[config.mk]
export PLATFORM = sky130hd
export DESIGN_NAME = ctdb_regs
export DESIGN_NICKNAME = d
export VERILOG_FILES = /design/src/design/ctdb_pkg.sv /design/src/design/ctdb_regs.sv /design/src/design/ctdb_dac_pair.sv
export VERILOG_INCLUDE_DIRS = /design/src /design/src/design
export SDC_FILE = /design/constraint.sdc
export NUM_CORES = 1
export LEC_CHECK = 0
export BUFFER_PORTS_ARGS = -buffer_cell sky130_fd_sc_hd__buf_2
export CORE_MARGIN = 1.5
export CORE_UTILIZATION = 56
export DETAILED_ROUTE_END_ITERATION = 8
export PLACE_DENSITY = 0.85
export SYNTH_ARGS = -nofsm -noshare
export SYNTH_HDL_FRONTEND = slang
export SYNTH_SLANG_ARGS = --single-unit
[constraint.sdc]
create_clock -name clk -period 2.15 [get_ports clk]
set_clock_uncertainty 0.05 [all_clocks]
set_input_delay 0.215 -clock clk [delete_from_list [all_inputs] [get_ports clk]]
set_output_delay 0.215 -clock clk [all_outputs]
set_load 0.005 [all_outputs]
[src/design/ctdb_defs.svh]
// Register offsets, field positions, reset values and command codes of the threshold register group.
`ifndef CTDB_DEFS_SVH
`define CTDB_DEFS_SVH

`define CTDB_ADDR_W 8
`define CTDB_DATA_W 8
`define CTDB_CODE_W 12
`define CTDB_HI_W 4
`define CTDB_DEV_W 6
`define CTDB_REGA_W 7
`define CTDB_OP_W 3
`define CTDB_PAY_W 16
`define CTDB_NCH 3

`define CTDB_ADDR_REF_LO 8'h1f
`define CTDB_ADDR_REF_HI 8'h20
`define CTDB_ADDR_UPPER_LO 8'h21
`define CTDB_ADDR_UPPER_HI 8'h22
`define CTDB_ADDR_LOWER_LO 8'h23
`define CTDB_ADDR_LOWER_HI 8'h24
`define CTDB_ADDR_TARGET 8'h25
`define CTDB_ADDR_LINK_CMD 8'h28

`define CTDB_RST_BYTE 8'h00
`define CTDB_RST_CODE 12'h000
`define CTDB_RST_HI 4'h0
`define CTDB_HI_MASK 8'h0f
`define CTDB_TARGET_SLAVE_MASK 8'h3f
`define CTDB_LINK_CMD_MASK 8'h0f
`define CTDB_LINK_CMD_START 0
`define CTDB_LINK_CMD_OP_LSB 1
`define CTDB_LINK_CMD_OP_MSB 3

`define CTDB_OP_SINGLE_READ 3'h1
`define CTDB_OP_SINGLE_WRITE 3'h2
`define CTDB_OP_ADDR_ALLOC 3'h3
`define CTDB_OP_BCAST_CONFIG 3'h4
`define CTDB_OP_BCAST_WRITE 3'h5

`define CTDB_BCAST_ADDR 6'h00
`define CTDB_BC_NOP 6'h00
`define CTDB_BC_TIMER 6'h01
`define CTDB_BC_REF 6'h02
`define CTDB_BC_LOWER 6'h03
`define CTDB_BC_UPPER 6'h04
`define CTDB_BWR_PARAM 6'h00

`endif

[src/design/ctdb_pkg.sv]
// Types shared by the threshold register group.
`include "ctdb_defs.svh"
package ctdb_pkg;

    typedef struct packed {
        logic wr;
        logic rd;
        logic [`CTDB_ADDR_W-1:0] addr;
        logic [`CTDB_DATA_W-1:0] wdata;
    } ctdb_access_t;

    typedef struct packed {
        logic valid;
        logic [`CTDB_OP_W-1:0] op;
        logic [`CTDB_DEV_W-1:0] param;
        logic [`CTDB_REGA_W-1:0] reg_addr;
        logic [`CTDB_PAY_W-1:0] data;
    } ctdb_frame_t;

endpackage : ctdb_pkg

[src/design/ctdb_regs.sv]
// Threshold DAC code registers, chain target/broadcast register and chain link command register.
`timescale 1ns/1ps
`default_nettype none
`include "ctdb_defs.svh"
module ctdb_regs (
    input wire logic clk,
    input wire logic rst_n,
    input wire logic ce,
    input wire logic is_master,
    input wire logic [`CTDB_DEV_W-1:0] my_dev_addr,
    input wire ctdb_pkg::ctdb_access_t host_acc,
    output logic [`CTDB_DATA_W-1:0] host_rdata,
    input wire ctdb_pkg::ctdb_frame_t link_frame,
    output logic [`CTDB_DATA_W-1:0] link_rdata,
    output logic link_rvalid,
    input wire logic xact_done,
    output logic [`CTDB_DATA_W-1:0] target_param,
    output logic link_cmd_start,
    output logic [`CTDB_OP_W-1:0] link_cmd_op,
    output logic timer_wr,
    output logic [`CTDB_DATA_W-1:0] timer_wdata,
    output logic [`CTDB_CODE_W-1:0] ref_code,
    output logic [`CTDB_CODE_W-1:0] upper_code,
    output logic [`CTDB_CODE_W-1:0] lower_code
);
    logic [`CTDB_DATA_W-1:0] target_q;
    logic [`CTDB_DATA_W-1:0] target_d;
    logic [`CTDB_DATA_W-1:0] cmd_q;
    logic [`CTDB_DATA_W-1:0] cmd_d;
    logic [`CTDB_DATA_W-1:0] host_rdata_q;
    logic [`CTDB_DATA_W-1:0] link_rdata_q;
    logic link_rvalid_q;
    logic timer_wr_q;
    logic [`CTDB_DATA_W-1:0] timer_wdata_q;

    logic [`CTDB_CODE_W-1:0] code [`CTDB_NCH];
    logic [`CTDB_ADDR_W-1:0] ch_lo_addr [`CTDB_NCH];
    logic [`CTDB_ADDR_W-1:0] ch_hi_addr [`CTDB_NCH];
    logic [`CTDB_DEV_W-1:0] ch_bc_param [`CTDB_NCH];

    // Channel 0 reference, channel 1 upper limit, channel 2 lower limit.
    assign ch_lo_addr[0] = `CTDB_ADDR_REF_LO;
    assign ch_hi_addr[0] = `CTDB_ADDR_REF_HI;
    assign ch_bc_param[0] = `CTDB_BC_REF;
    assign ch_lo_addr[1] = `CTDB_ADDR_UPPER_LO;
    assign ch_hi_addr[1] = `CTDB_ADDR_UPPER_HI;
    assign ch_bc_param[1] = `CTDB_BC_UPPER;
    assign ch_lo_addr[2] = `CTDB_ADDR_LOWER_LO;
    assign ch_hi_addr[2] = `CTDB_ADDR_LOWER_HI;
    assign ch_bc_param[2] = `CTDB_BC_LOWER;

    // Link frame decode.
    wire frame_ok = ce && link_frame.valid;
    wire dev_hit = (link_frame.param == my_dev_addr) || (link_frame.param == `CTDB_BCAST_ADDR);
    wire single_wr = frame_ok && (link_frame.op == `CTDB_OP_SINGLE_WRITE) && dev_hit;
    wire single_rd = frame_ok && (link_frame.op == `CTDB_OP_SINGLE_READ) && dev_hit;
    wire bcast_wr = frame_ok && (link_frame.op == `CTDB_OP_BCAST_WRITE)
                    && (link_frame.param == `CTDB_BWR_PARAM);
    wire bcast_cfg = frame_ok && (link_frame.op == `CTDB_OP_BCAST_CONFIG);
    wire bcast_timer = bcast_cfg && (link_frame.param == `CTDB_BC_TIMER);
    wire link_wr = single_wr || bcast_wr;
    wire [`CTDB_ADDR_W-1:0] link_addr = {1'b0, link_frame.reg_addr};
    wire [`CTDB_DATA_W-1:0] link_byte = link_frame.data[`CTDB_DATA_W-1:0];

    // Host port decode; the host wins when both sides write the same register in one cycle.
    wire host_wr = ce && host_acc.wr;
    wire host_rd = ce && host_acc.rd;
    wire host_target_wr = host_wr && (host_acc.addr == `CTDB_ADDR_TARGET);
    wire host_cmd_wr = host_wr && (host_acc.addr == `CTDB_ADDR_LINK_CMD);

    logic [`CTDB_DATA_W-1:0] ch_lo_rd [`CTDB_NCH];
    logic [`CTDB_DATA_W-1:0] ch_hi_rd [`CTDB_NCH];
    logic [`CTDB_DATA_W-1:0] ch_host_rd [`CTDB_NCH];
    logic [`CTDB_DATA_W-1:0] ch_link_rd [`CTDB_NCH];

    genvar i;
    generate
        for (i = 0; i < `CTDB_NCH; i++)
        begin : g_ch
            wire h_lo = host_wr && (host_acc.addr == ch_lo_addr[i]);
            wire h_hi = host_wr && (host_acc.addr == ch_hi_addr[i]);
            wire l_lo = link_wr && (link_addr == ch_lo_addr[i]);
            wire l_hi = link_wr && (link_addr == ch_hi_addr[i]);
            wire load = bcast_cfg && (link_frame.param == ch_bc_param[i]);
            // Each byte picks its own source, so a host write to one byte leaves a link write to the other intact.
            wire [`CTDB_DATA_W-1:0] lo_wdata = h_lo ? host_acc.wdata : link_byte;
            wire [`CTDB_HI_W-1:0] hi_wdata = h_hi ? host_acc.wdata[`CTDB_HI_W-1:0] : link_byte[`CTDB_HI_W-1:0];

            ctdb_dac_pair u_pair (
                .clk(clk),
                .rst_n(rst_n),
                .ce(ce),
                .wr_lo(h_lo || l_lo),
                .wr_hi(h_hi || l_hi),
                .wdata(lo_wdata),
                .wdata_hi(hi_wdata),
                .load(load),
                .load_code(link_frame.data[`CTDB_CODE_W-1:0]),
                .code(code[i])
            );

            assign ch_lo_rd[i] = code[i][`CTDB_DATA_W-1:0];
            assign ch_hi_rd[i] = {{(`CTDB_DATA_W-`CTDB_HI_W){1'b0}}, code[i][`CTDB_CODE_W-1:`CTDB_DATA_W]};
            assign ch_host_rd[i] = (host_acc.addr == ch_lo_addr[i]) ? ch_lo_rd[i] :
                                   (host_acc.addr == ch_hi_addr[i]) ? ch_hi_rd[i] : `CTDB_RST_BYTE;
            assign ch_link_rd[i] = (link_addr == ch_lo_addr[i]) ? ch_lo_rd[i] :
                                   (link_addr == ch_hi_addr[i]) ? ch_hi_rd[i] : `CTDB_RST_BYTE;
        end
    endgenerate

    assign ref_code = code[0];
    assign upper_code = code[1];
    assign lower_code = code[2];

    // Read multiplexers; addresses outside this group read as zero.
    wire [`CTDB_DATA_W-1:0] dac_host_rd = ch_host_rd[0] | ch_host_rd[1] | ch_host_rd[2];
    wire [`CTDB_DATA_W-1:0] dac_link_rd = ch_link_rd[0] | ch_link_rd[1] | ch_link_rd[2];
    wire [`CTDB_DATA_W-1:0] host_rd_val = (host_acc.addr == `CTDB_ADDR_TARGET) ? target_q :
                                          (host_acc.addr == `CTDB_ADDR_LINK_CMD) ? cmd_q : dac_host_rd;
    // The link never sees the target or command registers.
    wire [`CTDB_DATA_W-1:0] link_rd_val = dac_link_rd;

    // Top two target bits are written as zero unless this device is the chain master.
    wire [`CTDB_DATA_W-1:0] target_mask = is_master ? ~`CTDB_RST_BYTE : `CTDB_TARGET_SLAVE_MASK;
    assign target_d = host_target_wr ? (host_acc.wdata & target_mask) : target_q;

    // A host write in the completion cycle wins over the clear so a new start is not lost.
    assign cmd_d = host_cmd_wr ? (host_acc.wdata & `CTDB_LINK_CMD_MASK) :
                   (ce && xact_done) ? `CTDB_RST_BYTE : cmd_q;

    always_ff @(posedge clk or negedge rst_n)
    begin
        if (!rst_n)
        begin
            target_q <= `CTDB_RST_BYTE;
        end
        else if (ce)
        begin
            target_q <= target_d;
        end
    end

    always_ff @(posedge clk or negedge rst_n)
    begin
        if (!rst_n)
        begin
            cmd_q <= `CTDB_RST_BYTE;
        end
        else if (ce)
        begin
            cmd_q <= cmd_d;
        end
    end

    always_ff @(posedge clk or negedge rst_n)
    begin
        if (!rst_n)
        begin
            host_rdata_q <= `CTDB_RST_BYTE;
        end
        else if (host_rd)
        begin
            host_rdata_q <= host_rd_val;
        end
    end

    // An addressed read frame is answered by a one-cycle pulse with the byte beside it.
    always_ff @(posedge clk or negedge rst_n)
    begin
        if (!rst_n)
        begin
            link_rdata_q <= `CTDB_RST_BYTE;
            link_rvalid_q <= 1'b0;
        end
        else if (ce)
        begin
            if (single_rd)
            begin
                link_rdata_q <= link_rd_val;
            end
            link_rvalid_q <= single_rd;
        end
    end

    always_ff @(posedge clk or negedge rst_n)
    begin
        if (!rst_n)
        begin
            timer_wr_q <= 1'b0;
            timer_wdata_q <= `CTDB_RST_BYTE;
        end
        else if (ce)
        begin
            timer_wr_q <= bcast_timer;
            if (bcast_timer)
            begin
                timer_wdata_q <= link_byte;
            end
        end
    end

    assign host_rdata = host_rdata_q;
    assign link_rdata = link_rdata_q;
    assign link_rvalid = link_rvalid_q;
    assign target_param = target_q;
    assign link_cmd_start = cmd_q[`CTDB_LINK_CMD_START];
    assign link_cmd_op = cmd_q[`CTDB_LINK_CMD_OP_MSB:`CTDB_LINK_CMD_OP_LSB];
    assign timer_wr = timer_wr_q;
    assign timer_wdata = timer_wdata_q;
endmodule : ctdb_regs
`default_nettype wire

[src/design/ctdb_dac_pair.sv]
// One 12-bit DAC code held as a low byte register and a four-bit high register.
`timescale 1ns/1ps
`default_nettype none
`include "ctdb_defs.svh"
module ctdb_dac_pair (
    input wire logic clk,
    input wire logic rst_n,
    input wire logic ce,
    input wire logic wr_lo,
    input wire logic wr_hi,
    input wire logic [`CTDB_DATA_W-1:0] wdata,
    input wire logic [`CTDB_HI_W-1:0] wdata_hi,
    input wire logic load,
    input wire logic [`CTDB_CODE_W-1:0] load_code,
    output logic [`CTDB_CODE_W-1:0] code
);
    logic [`CTDB_DATA_W-1:0] lo_q;
    logic [`CTDB_DATA_W-1:0] lo_d;
    logic [`CTDB_HI_W-1:0] hi_q;
    logic [`CTDB_HI_W-1:0] hi_d;

    // A byte write lands after a whole-code load in the same cycle, so the byte write wins.
    assign lo_d = wr_lo ? wdata : (load ? load_code[`CTDB_DATA_W-1:0] : lo_q);
    assign hi_d = wr_hi ? wdata_hi : (load ? load_code[`CTDB_CODE_W-1:`CTDB_DATA_W] : hi_q);

    always_ff @(posedge clk or negedge rst_n)
    begin
        if (!rst_n)
        begin
            lo_q <= `CTDB_RST_BYTE;
            hi_q <= `CTDB_RST_HI;
        end
        else if (ce)
        begin
            lo_q <= lo_d;
            hi_q <= hi_d;
        end
    end

    assign code = {hi_q, lo_q};
endmodule : ctdb_dac_pair
`default_nettype wire

Yosys cells after proc, flatten, opt, wreduce, memory -nomap -nowiden

Index checks and enable logic that the tools add are counted.

Input port bits: 62
Memory bits (writable): 0
Output and inout bits: 74
Register bits after elaboration: 78
ROM bits: 0
Bits in latches: 0
Word-level logic and storage cells: 131
Memories: 0

Divide/modulo/power cells: 0
Eq/ne operators: 23
Multipliers: 0
Bitwise logic cells: 5
Shifts and indexed selects: 0
Multiplexer cells: 35
$add $sub $neg: 0
$lt $le $gt $ge: 0
Reductions and logical operators: 55

Operators with widths:

| operator                                      | number |
|---|---|
| 2-to-1 mux 8 bit                              | 20 |
| 2-to-1 mux 4 bit                              | 15 |
| == test 8 x 6 -> 1 bit, second input constant | 7 |
| == test 7 x 6 -> 1 bit, second input constant | 5 |
| bitwise OR 8 bit                              | 4 |
| logical AND 1 bit                             | 29 |
| AND reduction 2 bit                           | 10 |
| nonzero test 2 bit                            | 7 |
| == test 6 x 2 -> 1 bit, second input constant | 2 |
| bitwise AND 8 bit                             | 1 |
| == test 8 x 5 -> 1 bit, second input constant | 1 |
| logical OR 1 bit                              | 8 |
| == test 7 x 5 -> 1 bit, second input constant | 1 |
| == test 3 bit, second input constant          | 2 |
| == test 6 x 1 -> 1 bit, second input constant | 1 |
| == test 6 x 3 -> 1 bit, second input constant | 1 |
| == test 6 bit                                 | 1 |
| zero test 6 bit                               | 1 |
| == test 3 x 1 -> 1 bit, second input constant | 1 |
| == test 3 x 2 -> 1 bit, second input constant | 1 |

Longest topological paths before layout

Word-level depth: 8
Gate-level depth with buffers: 8
Depth with buffers taken out: 6

Cells and area by module

Synthesis repeated with hierarchy kept, for this count alone.

Cell total of the unflattened synthesis: 494
Area total of the unflattened synthesis: 4827.1 µm²

By module, submodules not included:

| module        | sequential area each (µm²) | area an instance (µm²) | times used | cells each |
|---|---|---|---|---|
| ctdb_regs     | 950.9                      | 3014.1                 | 1          | 317 |
| ctdb_dac_pair | 300.3                      | 604.3                  | 3          | 59 |

Worst setup path after synthesis

No wires, ideal clock.

Path kind: input -> register
From: in link_frame[16] (netlist name)
To: reg g_ch[0].u_pair.lo_q[0]
Cell stages on the path: 6
Data required time: 1.975 ns
Arrival time: 1.958 ns
Library setup time: 0.125 ns
Path buffers: 1
Setup slack: 0.018 ns
Path through: buf_2 > nand2_1 > nor4_1 > o21ai_0 > nand3_2 > mux2_2

Cells in the longest elaborated chain, start to end: 5
Elaborated cells between the ends (all ways): 6
Those cells by class: eq/ne (1); mux (1); reduce/logical (4)

Ends and longest elaborated chain:

| item                          | RTL line            | text |
|---|---|---|
| start: declaration            | ctdb_regs.sv:13     | `input wire ctdb_pkg::ctdb_frame_t link_frame,` |
| == test 7 x 5 -> 1 bit *      | ctdb_regs.sv:82     | `wire l_lo = link_wr && (link_addr == ch_lo_addr[i]);` |
| logical AND 1 bit *           | ctdb_regs.sv:82     |  |
| logical OR 1 bit *            | ctdb_regs.sv:93     | `.wr_lo(h_lo \|\| l_lo),` |
| nonzero test 2 bit (no line)  | n/a                 |  |
| AND reduction 2 bit (no line) | n/a                 |  |
| end signal: assignment        | ctdb_dac_pair.sv:30 | `` lo_q <= `CTDB_RST_BYTE; `` |
| end signal: assignment        | ctdb_dac_pair.sv:35 | `lo_q <= lo_d;` |
| end: declaration              | ctdb_dac_pair.sv:17 | `` logic [`CTDB_DATA_W-1:0] lo_q; `` |

Every way passes the cells marked *; elsewhere a longest branch is shown, timed or not.
A chain may end at the register's enable or synchronous reset.

Final worst setup path

From: in link_frame[29] (netlist name)
To: reg g_ch[0].u_pair.lo_q[7]

Cells in the longest elaborated chain, start to end: 8
Elaborated cells between the ends (all ways): 15
Those cells by class: eq/ne (3); mux (1); reduce/logical (11)

Ends and longest elaborated chain:

| item                                                                     | RTL line                         | text |
|---|---|---|
| == test 3 x 2 -> 1 bit (no line) / == test 3 bit (equally long branches) | n/a                              |  |
| logical AND 1 bit, on equally long branches (2 in a row)                 | ctdb_regs.sv:55, ctdb_regs.sv:57 |  |
| logical OR 1 bit                                                         | ctdb_regs.sv:61                  | `wire link_wr = single_wr \|\| bcast_wr;` |
| logical AND 1 bit                                                        | ctdb_regs.sv:82                  |  |
| logical OR 1 bit                                                         | ctdb_regs.sv:93                  |  |
| nonzero test 2 bit (no line)                                             | n/a                              |  |
| AND reduction 2 bit (no line)                                            | n/a                              |  |

Parallel ways exist; a longest one is shown, timed or not.

==> impl_metrics.ini <==
[timing]
hold_slack_ps = 82.6
timing.fmax_ghz = 0.502
slew_headroom_pct = 62.8
final.setup.tns_ps = 0
post-route-min-period_ps = 1990
total_of_endpoints_with_negative_setup_slack_in_the_final_report = 0
final-hold-violation-count = 0
grt_setup_unrepaired = false
worst_pin_slew_ps = 555
period_share_pct = 92.6
finalMaxSlewViolations = 0

[power_and_ir_drop]
power.leakage_uw = 0.00289
irDropWorstVdd_uv = 421
pwr_density_cell_nw_per_um2 = 529

[synth]
combinational_family_with_the_most_area_after_synthesis = multiplexers
synthesis.nets = 470
synth_top_flop_cell = sky130_fd_sc_hd__dfrtp_1
synth.avg_cell_area_um2 = 10.5
postSynthCellCount = 408
post_synth_mux_area_share_pct = 22.2
post_synth_xor_area_fraction_pct = 1.23
postSynth.asyncResetShare_pct = 100
synth-adder-area-share_pct = 0
synth-compound-area-share_pct = 14.0
ys_seq_area_share_pct = 43.3
post_synth_edffs = 0
synthSimpleGateAreaFrac_pct = 16.8
synthDistinctLibCells = 53
synth_seq_cells = 74
yosysWarningCount = 0
mappedNetlistArea_um2 = 4280

[global_route]
grt-ovfl-total = 0
first_global_vias = 4153
grt_max_degree = 75
grtUsageTotal_pct = 35.0
grt_pass1_wl_um = 21900
grt_antenna_before_repair = 0

[die]
top_level_ports = 136
starting_density_of_the_core_pct = 58.3
die_h_um = 90.4
fp.dieW_um = 90.4
placementRows = 31
core_um2 = 7330
floorplan.die_area_um2 = 8170

[clock_network]
cts_max_path_buffers = 2
tritoncts_num_sinks = 74
holdBufCountCts = 1
cts.clk_slew.worst_paths_ps = 80
cts.root.buffer_cell = sky130_fd_sc_hd__clkbuf_8
clk-insertion-delay-late_ps = 350
cts_buffers = 9
htree_num_levels = 3
cts_repair_resize_count = 0
tritoncts = yes
postCtsSetupBuffers = 0

[run_status]
run_status = finished, final reports clean

[layout]
final_layout_size_suffix_gt1_share_pct = 46.4
final_cell_area_um2 = 5540
antenna-diode-count = 0
postLayoutCoreUtil_pct = 75.6
final_nets = 639
synthToLayoutAreaGrowth_pct = 29.6

[placed_design]
placement.io_buffers = 131
post_dp_cell_area_um2 = 5340
hpwlAfterDp_um = 10500
place.gp.congestion = 0.952

[drt]
drt-pass1-iter-count = 5
wire_per_inst_um = 20.3
number_of_vias_in_the_routed_layout = 4228
initialDrtViolationCount = 421
post_drt_via_cell_ratio = 6.21
drc = 0
antenna_violating_nets_post_route = 0
route.final.wire_length_um = 13800

[worst_setup_path]
worst_ep_arrival_ps = 2180
critical_path.endpoint_type = register
cell_by_cell_trace_of_the_critical_path = buf_2 -> or4b_1 -> nor4b_2 -> buf_4 -> nand3b_1 -> nand3_2 -> mux2_2
critical-path-slowest-cell = sky130_fd_sc_hd__or4b_1
kind_of_critical_path = input port to register
cp.buffers_inverters = 2
crit_path_max_incr_delay_ps = 570
critical_path.top_delay_family = simple AND/OR/NAND/NOR gates
timing.critical_path.required_ps = 2340
critPathLaunchType = input port
timing.critical_path.fanout_max = 8

[flow_run]
cap_violations = 0

[min_path]
worstHoldPathType = input port to register
[tightest hold or removal path: stages]
cell	delay, ps
sky130_fd_sc_hd__buf_2	90
sky130_fd_sc_hd__nand3_1	60
sky130_fd_sc_hd__o21ai_0	80
[logic make-up (layout without fill, tap and decap cells)]
| group | Yosys count | in the layout |
|---|---|---|
| xor gates and xnor gates | 6 | 6 |
| and+or+nand+nor | 129 | 129 |
| DFF | 74 | 74 |
| AOI/OAI and AO/OA | 92 | 92 |
| buffers and inverters | 25 | 199 |
| muxes | 82 | 82 |
[cell type report]
class	instances	area [um2]
well taps	99	124
inverters	6	22.5
flip-flops and latches	74	1850
clock buffers	10	128
fillers	544	1790
clock inverters	6	66.3
multi-input cells	309	2320
repair buffers	177	1030
[sequential cells by signal (all words and copies together), names as in the netlist]
signal,count
host_rdata,8
g_ch.u_pair.hi_q,12
timer_wdata,8
link_rdata,8
link_rvalid,1
timer_wr,1
cmd_q,4
target_param,8
g_ch.u_pair.lo_q,24
[metal layers]
metal | global-route usage (%) | routed length (um) | up-vias
met3 | 7.07 | 1290 | 37
met2 | 54.7 | 6460 | 253
met1 | 47.7 | 5590 | 2056
li1 | - | - | 1882
met5 | 0 | 0 | -
met4 | 14.8 | 477 | 0
[stage by stage]
step | total power, uW | setup WS, ps | instances
after global routing | 3040 | 60.5 | 681
after floorplan | 1640 | 17.8 | 408
after detailed placement | 1860 | -176 | 664
after global placement | 1840 | -152 | 664
final | 2930 | 159 | 681
after CTS | 2930 | 181 | 681
[cell usage in the layout, fill, tap and decap left out, types with 4 or more instances in the layout]
master / count
sky130_fd_sc_hd__buf_2: 131
sky130_fd_sc_hd__xnor2_1: 6
sky130_fd_sc_hd__clkbuf_8: 9
sky130_fd_sc_hd__a222oi_1: 8
sky130_fd_sc_hd__mux2i_1: 14
sky130_fd_sc_hd__a21oi_1: 14
sky130_fd_sc_hd__nor3_1: 5
sky130_fd_sc_hd__and3_1: 5
sky130_fd_sc_hd__nand3_1: 19
sky130_fd_sc_hd__mux4_2: 4
sky130_fd_sc_hd__buf_4: 43
sky130_fd_sc_hd__dfrtp_1: 74
sky130_fd_sc_hd__nor2_1: 8
sky130_fd_sc_hd__a21o_1: 4
sky130_fd_sc_hd__o21ai_0: 37
sky130_fd_sc_hd__nand2_1: 56
sky130_fd_sc_hd__a22o_1: 4
sky130_fd_sc_hd__mux2_2: 64
sky130_fd_sc_hd__a22oi_1: 4
sky130_fd_sc_hd__inv_1: 6
sky130_fd_sc_hd__a221oi_1: 4
[report_power, final]
group	switching (uW)	internal [uW]	leakage (uW)	total, uW
combinational	195	171	0.00178	367
sequential	45.4	1430	0.00102	1470
clock	556	538	0.0000889	1090
[synth_stat cells (all sizes together) (3+ instances only)]
library cell | n | area share, %
nor4b | 4 | 1.1
and2 | 3 | 0.47
o211ai | 3 | 0.53
nand2 | 56 | 4.9
nand3 | 21 | 2.7
a21oi | 14 | 1.6
a21o | 4 | 0.70
nor3 | 5 | 0.59
mux2 | 64 | 17
and3b | 4 | 0.85
o21ai | 39 | 4.6
nor2 | 9 | 0.85
a22oi | 4 | 0.70
nor2b | 3 | 0.44
mux2i | 14 | 3.3
xnor2 | 6 | 1.2
and3 | 5 | 0.73
a22o | 4 | 0.82
inv | 6 | 0.53
nand3b | 3 | 0.53
mux4 | 4 | 2.1
a221oi | 4 | 0.82
buf | 5 | 0.67
clkbuf | 14 | 1.2
nor4 | 4 | 1.1
dfrtp | 74 | 43
a222oi | 8 | 1.9
[path summary, 6_finish.rpt]
kind | start | end | slack (ps) | cells past startpoint
max | link_frame[29] | g_ch[0].u_pair.lo_q[7] | 160 | 7
min | is_master | target_param[6] | 80 | 3
max reg2reg | g_ch[1].u_pair.lo_q[2] | host_rdata[2] | 510 | 5
min reg2reg | link_rdata[1] | link_rdata[1] | 430 | 1
max in group asynchronous | rst_n | g_ch[1].u_pair.hi_q[1] | 1370 | 3
min in group asynchronous | rst_n | g_ch[1].u_pair.hi_q[0] | 370 | 3
Note: power is estimated with default switching activity, not from simulation.
